File: src/inc/transfer_error_monitor_map.vh
// constants for the transfer error monitor
`ifndef TRANSFER_ERROR_MONITOR_MAP_VH
`define TRANSFER_ERROR_MONITOR_MAP_VH
`define ADDR_W            4
`define CS1_ADDR          4'h0
`define CS2_ADDR          4'h1
`define CMD_ADDR          4'h2
`define CS1_TRE_BIT       14
`define CS1_SC_BIT        15
`define CS1_IE_BIT        6
`define CS1_RDY_BIT       7
`define CS2_DLT_BIT       15
`define CS2_MXF_BIT       9
`define CS2_CLR_BIT       5
`define CMD_BUSY_BIT      0
`define CMD_READ_BIT      1
`define CMD_WRCHK_BIT     2
`define CMD_WRITE_BIT     3
`define TIMEOUT_US        650
`define CLK_MHZ           200
`define TIMEOUT_CYC       (`TIMEOUT_US * `CLK_MHZ)
`define PULSE_CYC         4'ha
`define IE_RESET          1'b0
`endif

File: src/hw/transfer_error_monitor.v
// error detection and summary for the drive-bus transfer controller
//
// Design decisions made here: the register offsets and the address-and-strobe port.
`timescale 1ns/1ps
`include "transfer_error_monitor_map.vh"
module transfer_error_monitor #(
   parameter TIMEOUT_CYC = `TIMEOUT_CYC
) (
   input  wire                clk_in,
   input  wire                rst_n_in,
   input  wire [`ADDR_W-1:0]  addr_in,
   input  wire [15:0]         wdata_in,
   input  wire                wr_in,
   input  wire                rd_in,
   output reg  [15:0]         rdata_out,
   input  wire                bus_init_in,
   input  wire                power_fail_in,
   input  wire                drive_engaged_in,
   input  wire                end_of_block_in,
   input  wire                drive_fault_line_in,
   input  wire                word_strobe_in,
   input  wire                drive_attention_in,
   input  wire                control_bus_parity_fault_in,
   input  wire                compare_mismatch_in,
   input  wire                parity_fault_in,
   input  wire                absent_drive_in,
   input  wire                absent_memory_in,
   input  wire                program_fault_in,
   input  wire                data_bus_parity_fault_in,
   input  wire                inbound_full_in,
   input  wire                staging_valid_in,
   input  wire                drive_count_done_in,
   input  wire                buffer_drained_in,
   input  wire                last_word_in,
   input  wire                pair_pending_in,
   output wire                single_word_force_out,
   output wire                interrupt_req_out,
   output wire                error_clear_pulse_out,
   output reg                 post_strobe_out
);
   // reset release
   reg rst_a_q, rst_b_q;
   always @(posedge clk_in or negedge rst_n_in) begin
      if (!rst_n_in) begin
         rst_a_q <= 1'b0;
         rst_b_q <= 1'b0;
      end else begin
         rst_a_q <= 1'b1;
         rst_b_q <= rst_a_q;
      end
   end
   wire rst_n = rst_b_q;

   // external pins through two flops
   wire [7:0] pin_raw = {drive_engaged_in, end_of_block_in,
                         drive_fault_line_in, word_strobe_in,
                         drive_attention_in, control_bus_parity_fault_in,
                         bus_init_in, power_fail_in};
   wire [7:0] pin_s;
   genvar g;
   generate
      for (g = 0; g < 8; g = g + 1) begin : g_sync
         sync2 u_sync (
            .clk_in   (clk_in),
            .rst_n_in (rst_n),
            .d_in     (pin_raw[g]),
            .q_out    (pin_s[g])
         );
      end
   endgenerate
   wire engaged_s = pin_s[7];
   wire eob_s     = pin_s[6];
   wire fault_s   = pin_s[5];
   wire strobe_s  = pin_s[4];
   wire drive_attention_s    = pin_s[3];
   wire cpar_s    = pin_s[2];
   wire init_s    = pin_s[1];
   wire pfail_s   = pin_s[0];

   reg eob_d1_q, strobe_d1_q, engaged_d1_q;
   always @(posedge clk_in or negedge rst_n) begin
      if (!rst_n) begin
         eob_d1_q     <= 1'b0;
         strobe_d1_q  <= 1'b0;
         engaged_d1_q <= 1'b0;
      end else begin
         eob_d1_q     <= eob_s;
         strobe_d1_q  <= strobe_s;
         engaged_d1_q <= engaged_s;
      end
   end
   wire eob_rise     = eob_s & ~eob_d1_q;
   wire strobe_fall  = ~strobe_s & strobe_d1_q;

   // software registers
   reg busy_q, read_q, wrchk_q, write_q, ie_q;
   reg mxf_q;
   wire wr_cs1 = wr_in & (addr_in == `CS1_ADDR);
   wire wr_cs2 = wr_in & (addr_in == `CS2_ADDR);
   wire wr_cmd = wr_in & (addr_in == `CMD_ADDR);
   wire tre_write = wr_cs1 & wdata_in[`CS1_TRE_BIT];
   reg  clr_q;
   wire clr_req = init_s | pfail_s | tre_write |
                  (wr_cs2 & wdata_in[`CS2_CLR_BIT]);
   assign error_clear_pulse_out = clr_q;
   wire clr = clr_q;

   always @(posedge clk_in or negedge rst_n) begin
      if (!rst_n) begin
         clr_q   <= 1'b0;
         busy_q  <= 1'b0;
         read_q  <= 1'b0;
         wrchk_q <= 1'b0;
         write_q <= 1'b0;
         ie_q    <= `IE_RESET;
      end else begin
         clr_q <= clr_req;
         if (wr_cs1)
            ie_q <= wdata_in[`CS1_IE_BIT];
         if (wr_cmd) begin
            busy_q  <= wdata_in[`CMD_BUSY_BIT];
            read_q  <= wdata_in[`CMD_READ_BIT];
            wrchk_q <= wdata_in[`CMD_WRCHK_BIT];
            write_q <= wdata_in[`CMD_WRITE_BIT];
         end else if (mxf_q)
            busy_q <= 1'b0; // missed transfer ends the command
      end
   end

   // missed transfer timing
   wire timer_run = busy_q & ~engaged_s & ~mxf_q &
                    (engaged_d1_q | ~strobe_s);
   reg timer_armed_q;
   wire expired;
   timeout_counter #(.TIMEOUT_CYC(TIMEOUT_CYC)) u_timer (
      .clk_in      (clk_in),
      .rst_n_in    (rst_n),
      .run_in      (timer_run | timer_armed_q),
      .expired_out (expired)
   );
   always @(posedge clk_in or negedge rst_n) begin
      if (!rst_n) begin
         timer_armed_q <= 1'b0;
         mxf_q         <= 1'b0;
      end else begin
         // stays armed until engaged or busy drops; word strobe later is moot
         timer_armed_q <= busy_q & ~engaged_s & (timer_run | timer_armed_q);
         if (engaged_s)
            mxf_q <= 1'b0;
         else if (expired & busy_q)
            mxf_q <= 1'b1;
         else if (clr)
            mxf_q <= 1'b0;
      end
   end

   // post-strobe pulse and data late
   reg [3:0] pulse_cnt_q;
   reg       late_sync_stage_q, data_late_flag_q;
   wire late_cond = ((read_q | wrchk_q) & inbound_full_in) |
                    (write_q & ~staging_valid_in &
                     ~drive_count_done_in);
   always @(posedge clk_in or negedge rst_n) begin
      if (!rst_n) begin
         pulse_cnt_q       <= 4'h0;
         post_strobe_out   <= 1'b0;
         late_sync_stage_q <= 1'b0;
         data_late_flag_q  <= 1'b0;
      end else begin
         if (strobe_fall) begin
            pulse_cnt_q     <= `PULSE_CYC;
            post_strobe_out <= 1'b1;
         end else if (pulse_cnt_q != 4'h0) begin
            pulse_cnt_q     <= pulse_cnt_q - 4'h1;
            post_strobe_out <= (pulse_cnt_q != 4'h1);
         end
         // a late word in the clear cycle still counts
         if (post_strobe_out & late_cond)
            late_sync_stage_q <= 1'b1;
         else if (clr)
            late_sync_stage_q <= 1'b0;
         if (post_strobe_out & (pulse_cnt_q == 4'h1) &
             late_sync_stage_q)
            data_late_flag_q <= 1'b1;
         else if (clr)
            data_late_flag_q <= 1'b0;
      end
   end

   // drive fault capture
   reg drive_fault_latch_q;
   always @(posedge clk_in or negedge rst_n) begin
      if (!rst_n)
         drive_fault_latch_q <= 1'b0;
      else if (eob_rise & fault_s)
         drive_fault_latch_q <= 1'b1;
      else if (clr)
         drive_fault_latch_q <= 1'b0;
   end
   wire read_fault_pending = read_q & drive_fault_latch_q;
   wire drive_fault_error = ((write_q | wrchk_q) & drive_fault_latch_q) |
                            (read_fault_pending & buffer_drained_in);
   assign single_word_force_out = read_fault_pending & last_word_in &
                                  pair_pending_in;

   // transfer error summary
   reg transfer_error_q;
   reg err_any_q;
   wire err_any = compare_mismatch_in | parity_fault_in |
                  data_late_flag_q | absent_drive_in | absent_memory_in |
                  program_fault_in | mxf_q | data_bus_parity_fault_in |
                  drive_fault_error;
   // set on a new error only: latched sources fall with the same clear,
   // so a level set would pin the summary high for ever
   always @(posedge clk_in or negedge rst_n) begin
      if (!rst_n) begin
         transfer_error_q <= 1'b0;
         err_any_q        <= 1'b0;
      end else begin
         err_any_q <= err_any;
         if (err_any & ~err_any_q)
            transfer_error_q <= 1'b1;
         else if (clr | tre_write)
            transfer_error_q <= 1'b0;
      end
   end
   wire special_condition = transfer_error_q | drive_attention_s | cpar_s;
   // ready gating keeps the handler from running mid-transfer
   assign interrupt_req_out = special_condition & ie_q & ~busy_q;

   // read port, data one cycle after strobe
   always @(posedge clk_in or negedge rst_n) begin
      if (!rst_n)
         rdata_out <= 16'h0;
      else if (rd_in) begin
         rdata_out <= 16'h0;
         case (addr_in)
            `CS1_ADDR: begin
               rdata_out[`CS1_SC_BIT]  <= special_condition;
               rdata_out[`CS1_TRE_BIT] <= transfer_error_q;
               rdata_out[`CS1_RDY_BIT] <= ~busy_q;
               rdata_out[`CS1_IE_BIT]  <= ie_q;
            end
            `CS2_ADDR: begin
               rdata_out[`CS2_DLT_BIT] <= data_late_flag_q;
               rdata_out[`CS2_MXF_BIT] <= mxf_q;
            end
            `CMD_ADDR:
               rdata_out[3:0] <= {write_q, wrchk_q, read_q, busy_q};
            default:
               rdata_out <= 16'h0;
         endcase
      end
   end
endmodule // transfer_error_monitor

File: src/hw/sync2.v
// two flip-flop synchroniser for one level
`timescale 1ns/1ps
module sync2 (
   input  wire clk_in,
   input  wire rst_n_in,
   input  wire d_in,
   output reg  q_out
);
   reg meta_q;
   always @(posedge clk_in or negedge rst_n_in) begin
      if (!rst_n_in) begin
         meta_q <= 1'b0;
         q_out  <= 1'b0;
      end else begin
         meta_q <= d_in;
         q_out  <= meta_q;
      end
   end
endmodule // sync2

File: src/hw/timeout_counter.v
// up counter that times the wait for drive engaged
`timescale 1ns/1ps
`include "transfer_error_monitor_map.vh"
module timeout_counter #(
   parameter TIMEOUT_CYC = `TIMEOUT_CYC
) (
   input  wire clk_in,
   input  wire rst_n_in,
   input  wire run_in,
   output reg  expired_out
);
   // counter is 18 bits wide, so the timeout must not exceed 262144 cycles
   localparam [31:0] TERM_FULL = TIMEOUT_CYC - 1;
   localparam [17:0] TERM      = TERM_FULL[17:0];
   reg [17:0] cnt_q;
   always @(posedge clk_in or negedge rst_n_in) begin
      if (!rst_n_in) begin
         cnt_q       <= 18'h0;
         expired_out <= 1'b0;
      end else if (!run_in) begin
         cnt_q       <= 18'h0;
         expired_out <= 1'b0;
      end else if (cnt_q == TERM) begin
         expired_out <= 1'b1;
      end else begin
         cnt_q       <= cnt_q + 18'h1;
         expired_out <= 1'b0;
      end
   end
endmodule // timeout_counter

File: config.mk
export PLATFORM = sky130hd
export DESIGN_NAME = transfer_error_monitor
export DESIGN_NICKNAME = d
export VERILOG_FILES = /design/src/hw/transfer_error_monitor.v /design/src/hw/sync2.v /design/src/hw/timeout_counter.v
export VERILOG_INCLUDE_DIRS = /design/src /design/src/inc
export SDC_FILE = /design/constraint.sdc
export NUM_CORES = 1
export LEC_CHECK = 0
export BUFFER_PORTS_ARGS = -buffer_cell sky130_fd_sc_hd__buf_2
export CAP_MARGIN = 40
export CORE_UTILIZATION = 40
export CTS_BUF_LIST = sky130_fd_sc_hd__clkbuf_8
export CTS_CLUSTER_DIAMETER = 50
export DETAILED_ROUTE_END_ITERATION = 7
export HOLD_SLACK_MARGIN = 0.12
export SLEW_MARGIN = 20
export SYNTH_ARGS = -nofsm -noshare
export SYNTH_HDL_FRONTEND = slang
export SYNTH_SLANG_ARGS = --single-unit
File: constraint.sdc
create_clock -name clk_in -period 2 [get_ports clk_in]
set_input_delay 0.1 -clock clk_in [delete_from_list [all_inputs] [get_ports clk_in]]
set_output_delay 0.1 -clock clk_in [all_outputs]
set_load 0.02 [all_outputs]
# == After elaboration in Yosys (flattened, before gate mapping) ==
# Index checks and enable logic that the tools add are counted.
# totals
ff_bits,67
latchBits,0
ramBits,0
romBits,0
inputBits,44
output_inout_bits,20
n_memories,0
# classes
addsub,2
mul,0
n_div,0
magnitude_cmp,0
n_eq_ne,6
shift,0
n_mux,23
n_bitwise,55
n_reduce_logical,9
# ops
cell,count
$mux 18,2
$and 1x1->1,27
$or 1x1->1,20
$add 18x1->18 const B,1
$eq 18x17->1 const B,1
$mux 1,16
$mux 4,3
$reduce_bool 2->1,6
$eq 4x1->1 const B,2
$not 1->1,8
$eq 4x2->1 const B,1
$logic_not 4->1,1
$ne 4x1->1 const B,1
$reduce_bool 4->1,1
$sub 4x1->4 const B,1
$reduce_bool 3->1,1
$mux 2,1
$ne 2x2->1 const B,1
$pmux 1 s2,1

# == Logic depth before layout (Yosys ltp) ==
# Gate-level depths: netlist of the first run.
# depth
ltp_word,10
depth_mapped,6

# == Cells and area by module ==
# A second synthesis of the first run with hierarchy kept.
# unflattened
cells_unflattened,241
area_unflattened_um2,2829.0
# modules_own_cells
module,n_inst,cells_per_inst,area_per_inst_um2,seq_area_each_um2
transfer_error_monitor,1,125,1445.1,800.8
timeout_counter,1,100,983.4,475.5
sync2,8,2,50.0,50.0

# == Worst setup path before layout of the first run ==
# OpenSTA, ideal clock, no wires.
# synth_timing
path_kind,flip-flop to flip-flop
start,register u_timer.cnt_q[0]
end,register u_timer.cnt_q[3]
setup_time_ps,66
arrival_time_ps,1626
required_ps,1934
path_slack_ps,308
stages_incl_launch_ff,7
synth_period_minus_slack_ps,1692
path_cell_list,dfrtp_1 -> ha_1 -> and3_1 -> and4_1 -> buf_6 -> or4_1 -> nand2_1
# synth_between
elab_chain_cells,3
# synth_lines
element,line_no,text
start: declaration,timeout_counter.v:15,reg [17:0] cnt_q;
start signal: assignment,timeout_counter.v:26,cnt_q <= cnt_q + 18'h1;
$add 18x1->18,timeout_counter.v:26,
$mux 18,timeout_counter.v:23,end else if (cnt_q == TERM) begin
$mux 18,timeout_counter.v:20,end else if (!run_in) begin
# Several ways; a longest one is shown, not always the timed one. The select of a mux whose other input is x is not followed.
# A chain may end at the register's enable or synchronous reset.

# == Worst setup path after layout of the first run ==
# layout_timing
start,input wdata_in[5]
end,register clr_q (netlist: error_clear_pulse_out)
# layout_between
elab_chain_cells,2
# layout_lines
element,line_no,text
start: declaration,transfer_error_monitor.v:12,"input wire [15:0] wdata_in,"
$and 1x1->1,transfer_error_monitor.v:104,(wr_cs2 & wdata_in[`CS2_CLR_BIT]);
$or 1x1->1,transfer_error_monitor.v:103,wire clr_req = init_s | pfail_s | tre_write |
named net clr_req,transfer_error_monitor.v:103,
end signal: assignment,transfer_error_monitor.v:117,clr_q <= clr_req;
end: declaration,transfer_error_monitor.v:102,reg clr_q;
# The timed path passes the listed nets, and every way through them passes these cells.

==> impl_results.md, run 1 <==
- Adder-cell share of the synthesized area: 0.0182
- Register area share after synthesis: 0.609
- Yosys reg bits: 67
- Core area: 6490 µm²
- Synth area leader: dfrtp_1
- Critical path launch point type: primary input
- Worst clock skew: 8.78 ps
- FFs w/ async S/R, synth: 1.00
- Top post-synthesis cells by area: dfrtp_1, nor2_1, nand3_1
- Post-route ant nets: 0
- Gr ovfl total: 0
- Worst Hold End: rdata_out[9]$_DFFE_PN0P_
- Clock tree root buffer cell: clkbuf_8
- NetSw: 861 µW
- Share of the synthesized area in the top cell type: 0.609
- First DRT Iteration DRCs: 136
- Ratio of cells with drive above 1 in the final layout: 0.227
- Initial cell density of the core: 0.424
- Worst hold path type: in -> reg
- Avg WL per Cell: 12.8 µm
- Post-synth EDFFs: 0
- # setup viols final: 0
- FF-to-FF End: error_clear_pulse_out$_DFF_PN0_
- Syn Inst Count: 248
- Area delta synth->final: 29.6%
- DP Worst Slack: 220 ps
- Worst-Margin Slew: 526 ps
- Kind of critical path: in -> reg
- # nets final: 378
- Critical-path maximum fanout: 1
- Total CTS buffers: 9
- Overall routing resource usage: 0.161
- Routed vias: 2060
- # DRC: 5
- Count leader, synth: dfrtp_1
- Vias per cell: 5.00
- Hold Path Depth: 4
- Final worst-path cycle share: 0.976
- Post-synthesis xor/xnor area fraction: 0.0382
- Largest net degree at the start of global routing: 44
- Final-report hold violation count: 0
- Synth cell types: 43
- Worst EP arrival: 2170 ps
- Clock H-tree levels: 3
- Failing checks: design-rule violations
- Fill cells: 576
- Vias in the first global route: 2036
- Tmin final: 1950 ps
- Chip height: 84.9 µm
- CTS tree: built
- Placed Cells: 370
- Largest family of logic cells by synthesized area: simple AND/OR/NAND/NOR gates
- Register share of total power: 0.477
- Run status: finished, violations left
- Sink Count: 67
- Final Worst Setup Slack: 47.8 ps
- Clock-pin transition on the worst setup and hold timing paths: 70 ps
- Post-synthesis mux area share: 0.0273
- Leakage: 0.00166 µW
- Multi-input gate area in the final layout: 970 µm²
- Fraction of the mapped netlist area in compound gates: 0.0719
- Initial antenna violation count: 0
- WP data required: 2220 ps
- Post-synthesis simple-gate area fraction: 0.181
- WL final: 5290 µm
- RSZ-0062 raised after global routing: no
- Fin cells: 412
- ANT cells: 0
- Post-synth top cells: dfrtp_1, nor2_1, nand2_1, nand3_1, inv_1
- Mapped Area: 2750 µm²
- Synth Warn #: 0
- Crit. End Element: register
- Drt first pass iters: 6
- Synth Flop Type: dfrtp_1
- Average size of a mapped cell: 11.1 µm²
- Cell-internal power: 2370 µW
- Max-cap violations: 0
- Post-CTS setup buffers: 0
- Sequential cell area: 1680 µm²
- Max-slew violation count: 0
- Reg2reg path depth: 4
- Worst Hold Launch: addr_in[1]
- Io pins: 64
- Rel. slew slack: 0.649
- Worst VDD drop: 464 µV
- IO buf count: 47
- Worst-skew pair later-pin latency: 340 ps
- Hpwl dp: 3440 µm
- Combinational Power Share: 0.138
- R2r startpoint: g_sync[1].u_sync.q_out$_DFF_PN0_
- PwrDens: 907 nW/µm²
- Rows: 29
- DIE WIDTH: 84.9 µm
- Routability cong.: 0.821
- Clock share of power: 0.385
- Sw Share: 0.266
- Post-route setup TNS: 0 ps
- Die Area: 7210 µm²
- Clk buf depth: 2
- First-pass GRT wire length: 8980 µm
- Achievable Freq: 0.512 GHz
- Register-to-register setup slack: 90 ps
[critical path, stage by stage]
cell           delay (ps)
dlygate4sd3_1         540
buf_2                 130
a311oi_2              220
dlygate4sd3_1         580
nand2_1                50
dlygate4sd3_1         550
[metal layers]
metal / vias up / share of wire / track usage
met5: - / 0 / 0
met2: 47 / 0.47 / 0.255
met4: 0 / 0.023 / 0.0878
li1: 1000 / - / -
met1: 1001 / 0.48 / 0.213
met3: 12 / 0.029 / 0.0292
[how the worst max path moves through the flow]
| stage | from | endpoint | slack, ps | cells after the start |
|---|---|---|---|---|
| after CTS | wdata_in[5] | error_clear_pulse_out$_DFF_PN0_ | 100 | 6 |
| after detailed placement | u_timer.cnt_q[0]$_DFFE_PN0N_ | u_timer.cnt_q[3]$_DFFE_PN0N_ | 220 | 5 |
| final | wdata_in[5] | error_clear_pulse_out$_DFF_PN0_ | 50 | 6 |
| after global placement | u_timer.cnt_q[0]$_DFFE_PN0N_ | u_timer.cnt_q[3]$_DFFE_PN0N_ | 250 | 5 |
| after global routing | wdata_in[5] | error_clear_pulse_out$_DFF_PN0_ | 20 | 6 |
| after floorplan | u_timer.cnt_q[0]$_DFFE_PN0N_ | u_timer.cnt_q[3]$_DFFE_PN0N_ | 310 | 6 |
[flip-flops by register name, indices dropped and copies added (netlist names), 4 cells and up]
register / flops
u_timer.cnt_q: 18
pulse_cnt_q: 4
rdata_out: 9
g_sync.u_sync.meta_q: 8
g_sync.u_sync.q_out: 8
[layout make-up]
class	instances	share of cell area
Clock buffer	9	0.0347
Clock inverter	7	0.0281
Inverter	16	0.0168
Multi-Input combinational cell	159	0.272
Sequential cell	67	0.471
Tap cell	77	0.0270
Timing Repair Buffer	77	0.151
[logic make-up (layout without fill, tap and decap cells)]
| family | Yosys count | in the layout |
|---|---|---|
| fa+ha+maj | 4 | 4 |
| buf+inv | 28 | 109 |
| flops | 67 | 67 |
| xor+xnor | 12 | 12 |
| other cells | 2 | 8 |
| simple gates | 97 | 97 |
| compound gates | 31 | 31 |
| mux | 7 | 7 |
[layout by cell type (no fill, tap or decap), types with 2 or more instances in the layout]
cell type / count
nand2b_1: 3
buf_4: 3
buf_2: 47
mux2i_1: 3
nor3_1: 4
mux2_2: 4
nand2_1: 18
ha_1: 4
and4_1: 2
nor4_1: 3
bufinv_16: 2
o2bb2ai_1: 2
o21ai_0: 12
nand3_1: 17
clkinv_4: 3
or3_1: 2
o211ai_1: 3
dlygate4sd3_1: 26
inv_1: 16
nor4b_1: 2
nor2_1: 24
nand3b_1: 2
conb_1: 8
xor2_1: 9
xnor2_1: 3
a21oi_1: 6
clkbuf_8: 9
and3_1: 6
nand4_1: 5
nor2b_1: 2
dfrtp_1: 66
[through the flow]
stage	power [µW]	hold slack (ps)	cell area (µm²)	util
floorplan	1840	-196	2780	-
global placement	1960	-114	3070	0.473
detailed placement	1980	-113	3070	0.473
CTS	3270	120	3550	0.547
global route	3390	147	3570	0.549
finish	3240	129	3570	0.549
[power groups by stage]
| stage | sequential [µW] | clock [µW] | combinational [µW] |
|---|---|---|---|
| after detailed placement | 1570 | 0 | 412 |
| after CTS | 1540 | 1280 | 450 |
| after global placement | 1560 | 0 | 397 |
| after global routing | 1560 | 1330 | 502 |
| after floorplan | 1570 | 0 | 272 |
| final | 1540 | 1250 | 447 |
[timing repair]
item                       4_1_cts  5_1_grt
hold buffers                    26        0
resized for setup                0        2
setup endpoints to repair        0        2
hold endpoints to repair        19        0
Note: power is estimated with default switching activity, not from simulation.
==> run 2, diff against run 1 <==
Settings changed: CELL_PAD_IN_SITES_DETAIL_PLACEMENT set to 1, CELL_PAD_IN_SITES_GLOBAL_PLACEMENT set to 2, CORE_UTILIZATION 40 to 32, PLACE_DENSITY_LB_ADDON set to 0.1.
==> impl_results.md, run 2 (synthesized netlist as in run 1, its figures left out) <==
- Reg2reg path depth: 4 (unchanged)
- # nets final: 378 (unchanged)
- Clock share of power: 0.358 (was 0.385)
- Commonest non-fill, non-tap cell in the layout: dfrtp_1 (unchanged)
- Worst hold path type: in -> reg (unchanged)
- R2r startpoint: g_sync[1].u_sync.q_out$_DFF_PN0_ (unchanged)
- # setup viols final: 0 (unchanged)
- Worst-skew pair later-pin latency: 340 ps (about the same)
- Clock tree root buffer cell: clkbuf_8 (unchanged)
- Core area: 8260 µm² (was 6490 µm²)
- Sequential cell area: 1680 µm² (unchanged)
- NetSw: 866 µW (was 861 µW)
- Vias in the first global route: 2070 (was 2036)
- IO buf count: 47 (unchanged)
- Overall routing resource usage: 0.150 (was 0.161)
- Run status: finished, final reports clean (was finished, violations left)
- Clk buf depth: 2 (unchanged)
- Post-route ant nets: 0 (unchanged)
- Post-CTS setup buffers: 0 (unchanged)
- Ratio of cells with drive above 1 in the final layout: 0.227 (unchanged)
- Die Area: 8970 µm² (was 7210 µm²)
- Launch point of the worst path: wdata_in[5] (unchanged)
- Combinational Power Share: 0.144 (was 0.138)
- Leakage: 0.00164 µW (was 0.00166 µW)
- Max-cap violations: 0 (unchanged)
- Clock-pin transition on the worst setup and hold timing paths: 70 ps (about the same)
- Avg WL per Cell: 13.7 µm (was 12.8 µm)
- Vias per cell: 4.62 (was 5.00)
- DIE WIDTH: 94.7 µm (was 84.9 µm)
- Sw Share: 0.280 (was 0.266)
- Kind of critical path: in -> reg (unchanged)
- Register-to-register setup slack: 130 ps (was 90 ps)
- First-pass GRT wire length: 10000 µm (was 8980 µm)
- Post-route setup TNS: 0 ps (unchanged)
- Worst Hold End: late_sync_stage_q$_DFFE_PN0P_ (was rdata_out[9]$_DFFE_PN0P_)
- Worst Hold Launch: inbound_full_in (was addr_in[1])
- Gr ovfl total: 0 (unchanged)
- Crit. End Element: register (unchanged)
- Chip height: 94.7 µm (was 84.9 µm)
- Achievable Freq: 0.513 GHz (was 0.512 GHz)
- Initial antenna violation count: 0 (unchanged)
- Final Util: 0.428 (was 0.549)
- Clock H-tree levels: 3 (unchanged)
- Routability cong.: 0.699 (was 0.821)
- Worst EP arrival: 2160 ps (was 2170 ps)
- Cell-internal power: 2230 µW (was 2370 µW)
- ANT cells: 0 (unchanged)
- Multi-input gate area in the final layout: 957 µm² (was 970 µm²)
- Final-report hold violation count: 0 (unchanged)
- Sink Count: 67 (unchanged)
- Rows: 33 (was 29)
- Most frequent cells in the layout: dfrtp_1, buf_2, nor2_1 (was dfrtp_1, buf_2, dlygate4sd3_1)
- Max reg flops: 18 (unchanged)
- Critical-path maximum fanout: 1 (unchanged)
- Worst VDD drop: 369 µV (was 464 µV)
- WP data required: 2210 ps (was 2220 ps)
- Final worst-path cycle share: 0.974 (was 0.976)
- Biggest registers after layout: u_timer.cnt_q (18), rdata_out (9) (unchanged)
- CTS tree: built (unchanged)
- Fill cells: 956 (was 576)
- Max-slew violation count: 0 (unchanged)
- First DRT Iteration DRCs: 46 (was 136)
- Largest Register: u_timer.cnt_q (unchanged)
- PwrDens: 875 nW/µm² (was 907 nW/µm²)
- Largest net degree at the start of global routing: 34 (was 44)
- Routed vias: 2034 (was 2060)
- Total CTS buffers: 9 (unchanged)
- FF-to-FF End: error_clear_pulse_out$_DFF_PN0_ (unchanged)
- Register share of total power: 0.498 (was 0.477)
- WL final: 6010 µm (was 5290 µm)
- Io pins: 64 (unchanged)
- Area delta synth->final: 28.6% (was 29.6%)
- Rel. slew slack: 0.668 (was 0.649)
- Worst clock skew: 12.8 ps (was 8.78 ps)
- Drt first pass iters: 4 (was 6)
- Hpwl dp: 4130 µm (was 3440 µm)
- # DRC: 0 (was 5)
- Critical path launch point type: primary input (unchanged)
- Worst-Margin Slew: 491 ps (was 526 ps)
- Tmin final: 1950 ps (about the same)
- RSZ-0062 raised after global routing: no (unchanged)
- Hold Path Depth: 4 (unchanged)
- Initial cell density of the core: 0.333 (was 0.424)
[run 2: critical path, stage by stage]
cell	delay (ps)
dlygate4sd3_1	530
buf_2	130
a311oi_1	220
dlygate4sd3_1	580
nand2_1	50
dlygate4sd3_1	550
[run 2: how the worst max path moves through the flow]
stage / endpoint / slack [ps] / cells after the start
after floorplan: u_timer.cnt_q[3]$_DFFE_PN0N_ / 310 / 6
after global placement: u_timer.cnt_q[3]$_DFFE_PN0N_ / 230 / 5
after detailed placement: u_timer.cnt_q[3]$_DFFE_PN0N_ / 200 / 5
after CTS: error_clear_pulse_out$_DFF_PN0_ / 80 / 6
after global routing: error_clear_pulse_out$_DFF_PN0_ / 8 / 6
final: error_clear_pulse_out$_DFF_PN0_ / 50 / 6
[run 2: final cells by class]
class,instances,share of cell area
clock buffer,9,0.0350
clock inverter,7,0.0195
inverter,16,0.0170
multi-input combinational,159,0.271
sequential,67,0.474
tap,105,0.0371
timing repair buffer,77,0.146
[run 2: power by group through the flow]
stage               clock [µW]  sequential, µW  combinational [µW]
global placement             0            1570                 414
detailed placement           0            1570                 416
finish                    1110            1540                 444
CTS                       1160            1540                 453
floorplan                    0            1570                 272
global route              1210            1550                 507
[run 2: stage by stage]
step | hold WS, ps | total power (µW) | setup WS [ps] | instance area (µm²) | cells
after CTS | 126 | 3150 | 75.6 | 3540 | 440
after floorplan | -196 | 1840 | 308 | 2780 | 254
final | 130 | 3090 | 52.3 | 3540 | 440
after global routing | 145 | 3270 | 7.87 | 3540 | 440
after detailed placement | -111 | 1990 | 204 | 3110 | 401
after global placement | -112 | 1980 | 229 | 3110 | 401
[run 2: per-layer routing]
metal / up-vias / track usage / part of all wire
met4: 0 / 0.0568 / 0.012
met5: - / 0 / 0
li1: 996 / - / -
met3: 5 / 0.0419 / 0.037
met2: 36 / 0.223 / 0.45
met1: 997 / 0.206 / 0.50
[run 2: what timing repair did]
| item | 4_1_cts | 5_1_grt |
|---|---|---|
| endpoints found under the hold margin | 17 | 0 |
| resized for setup | 0 | 0 |
| hold buffers | 23 | 0 |
| endpoints found under the setup margin | 0 | 0 |
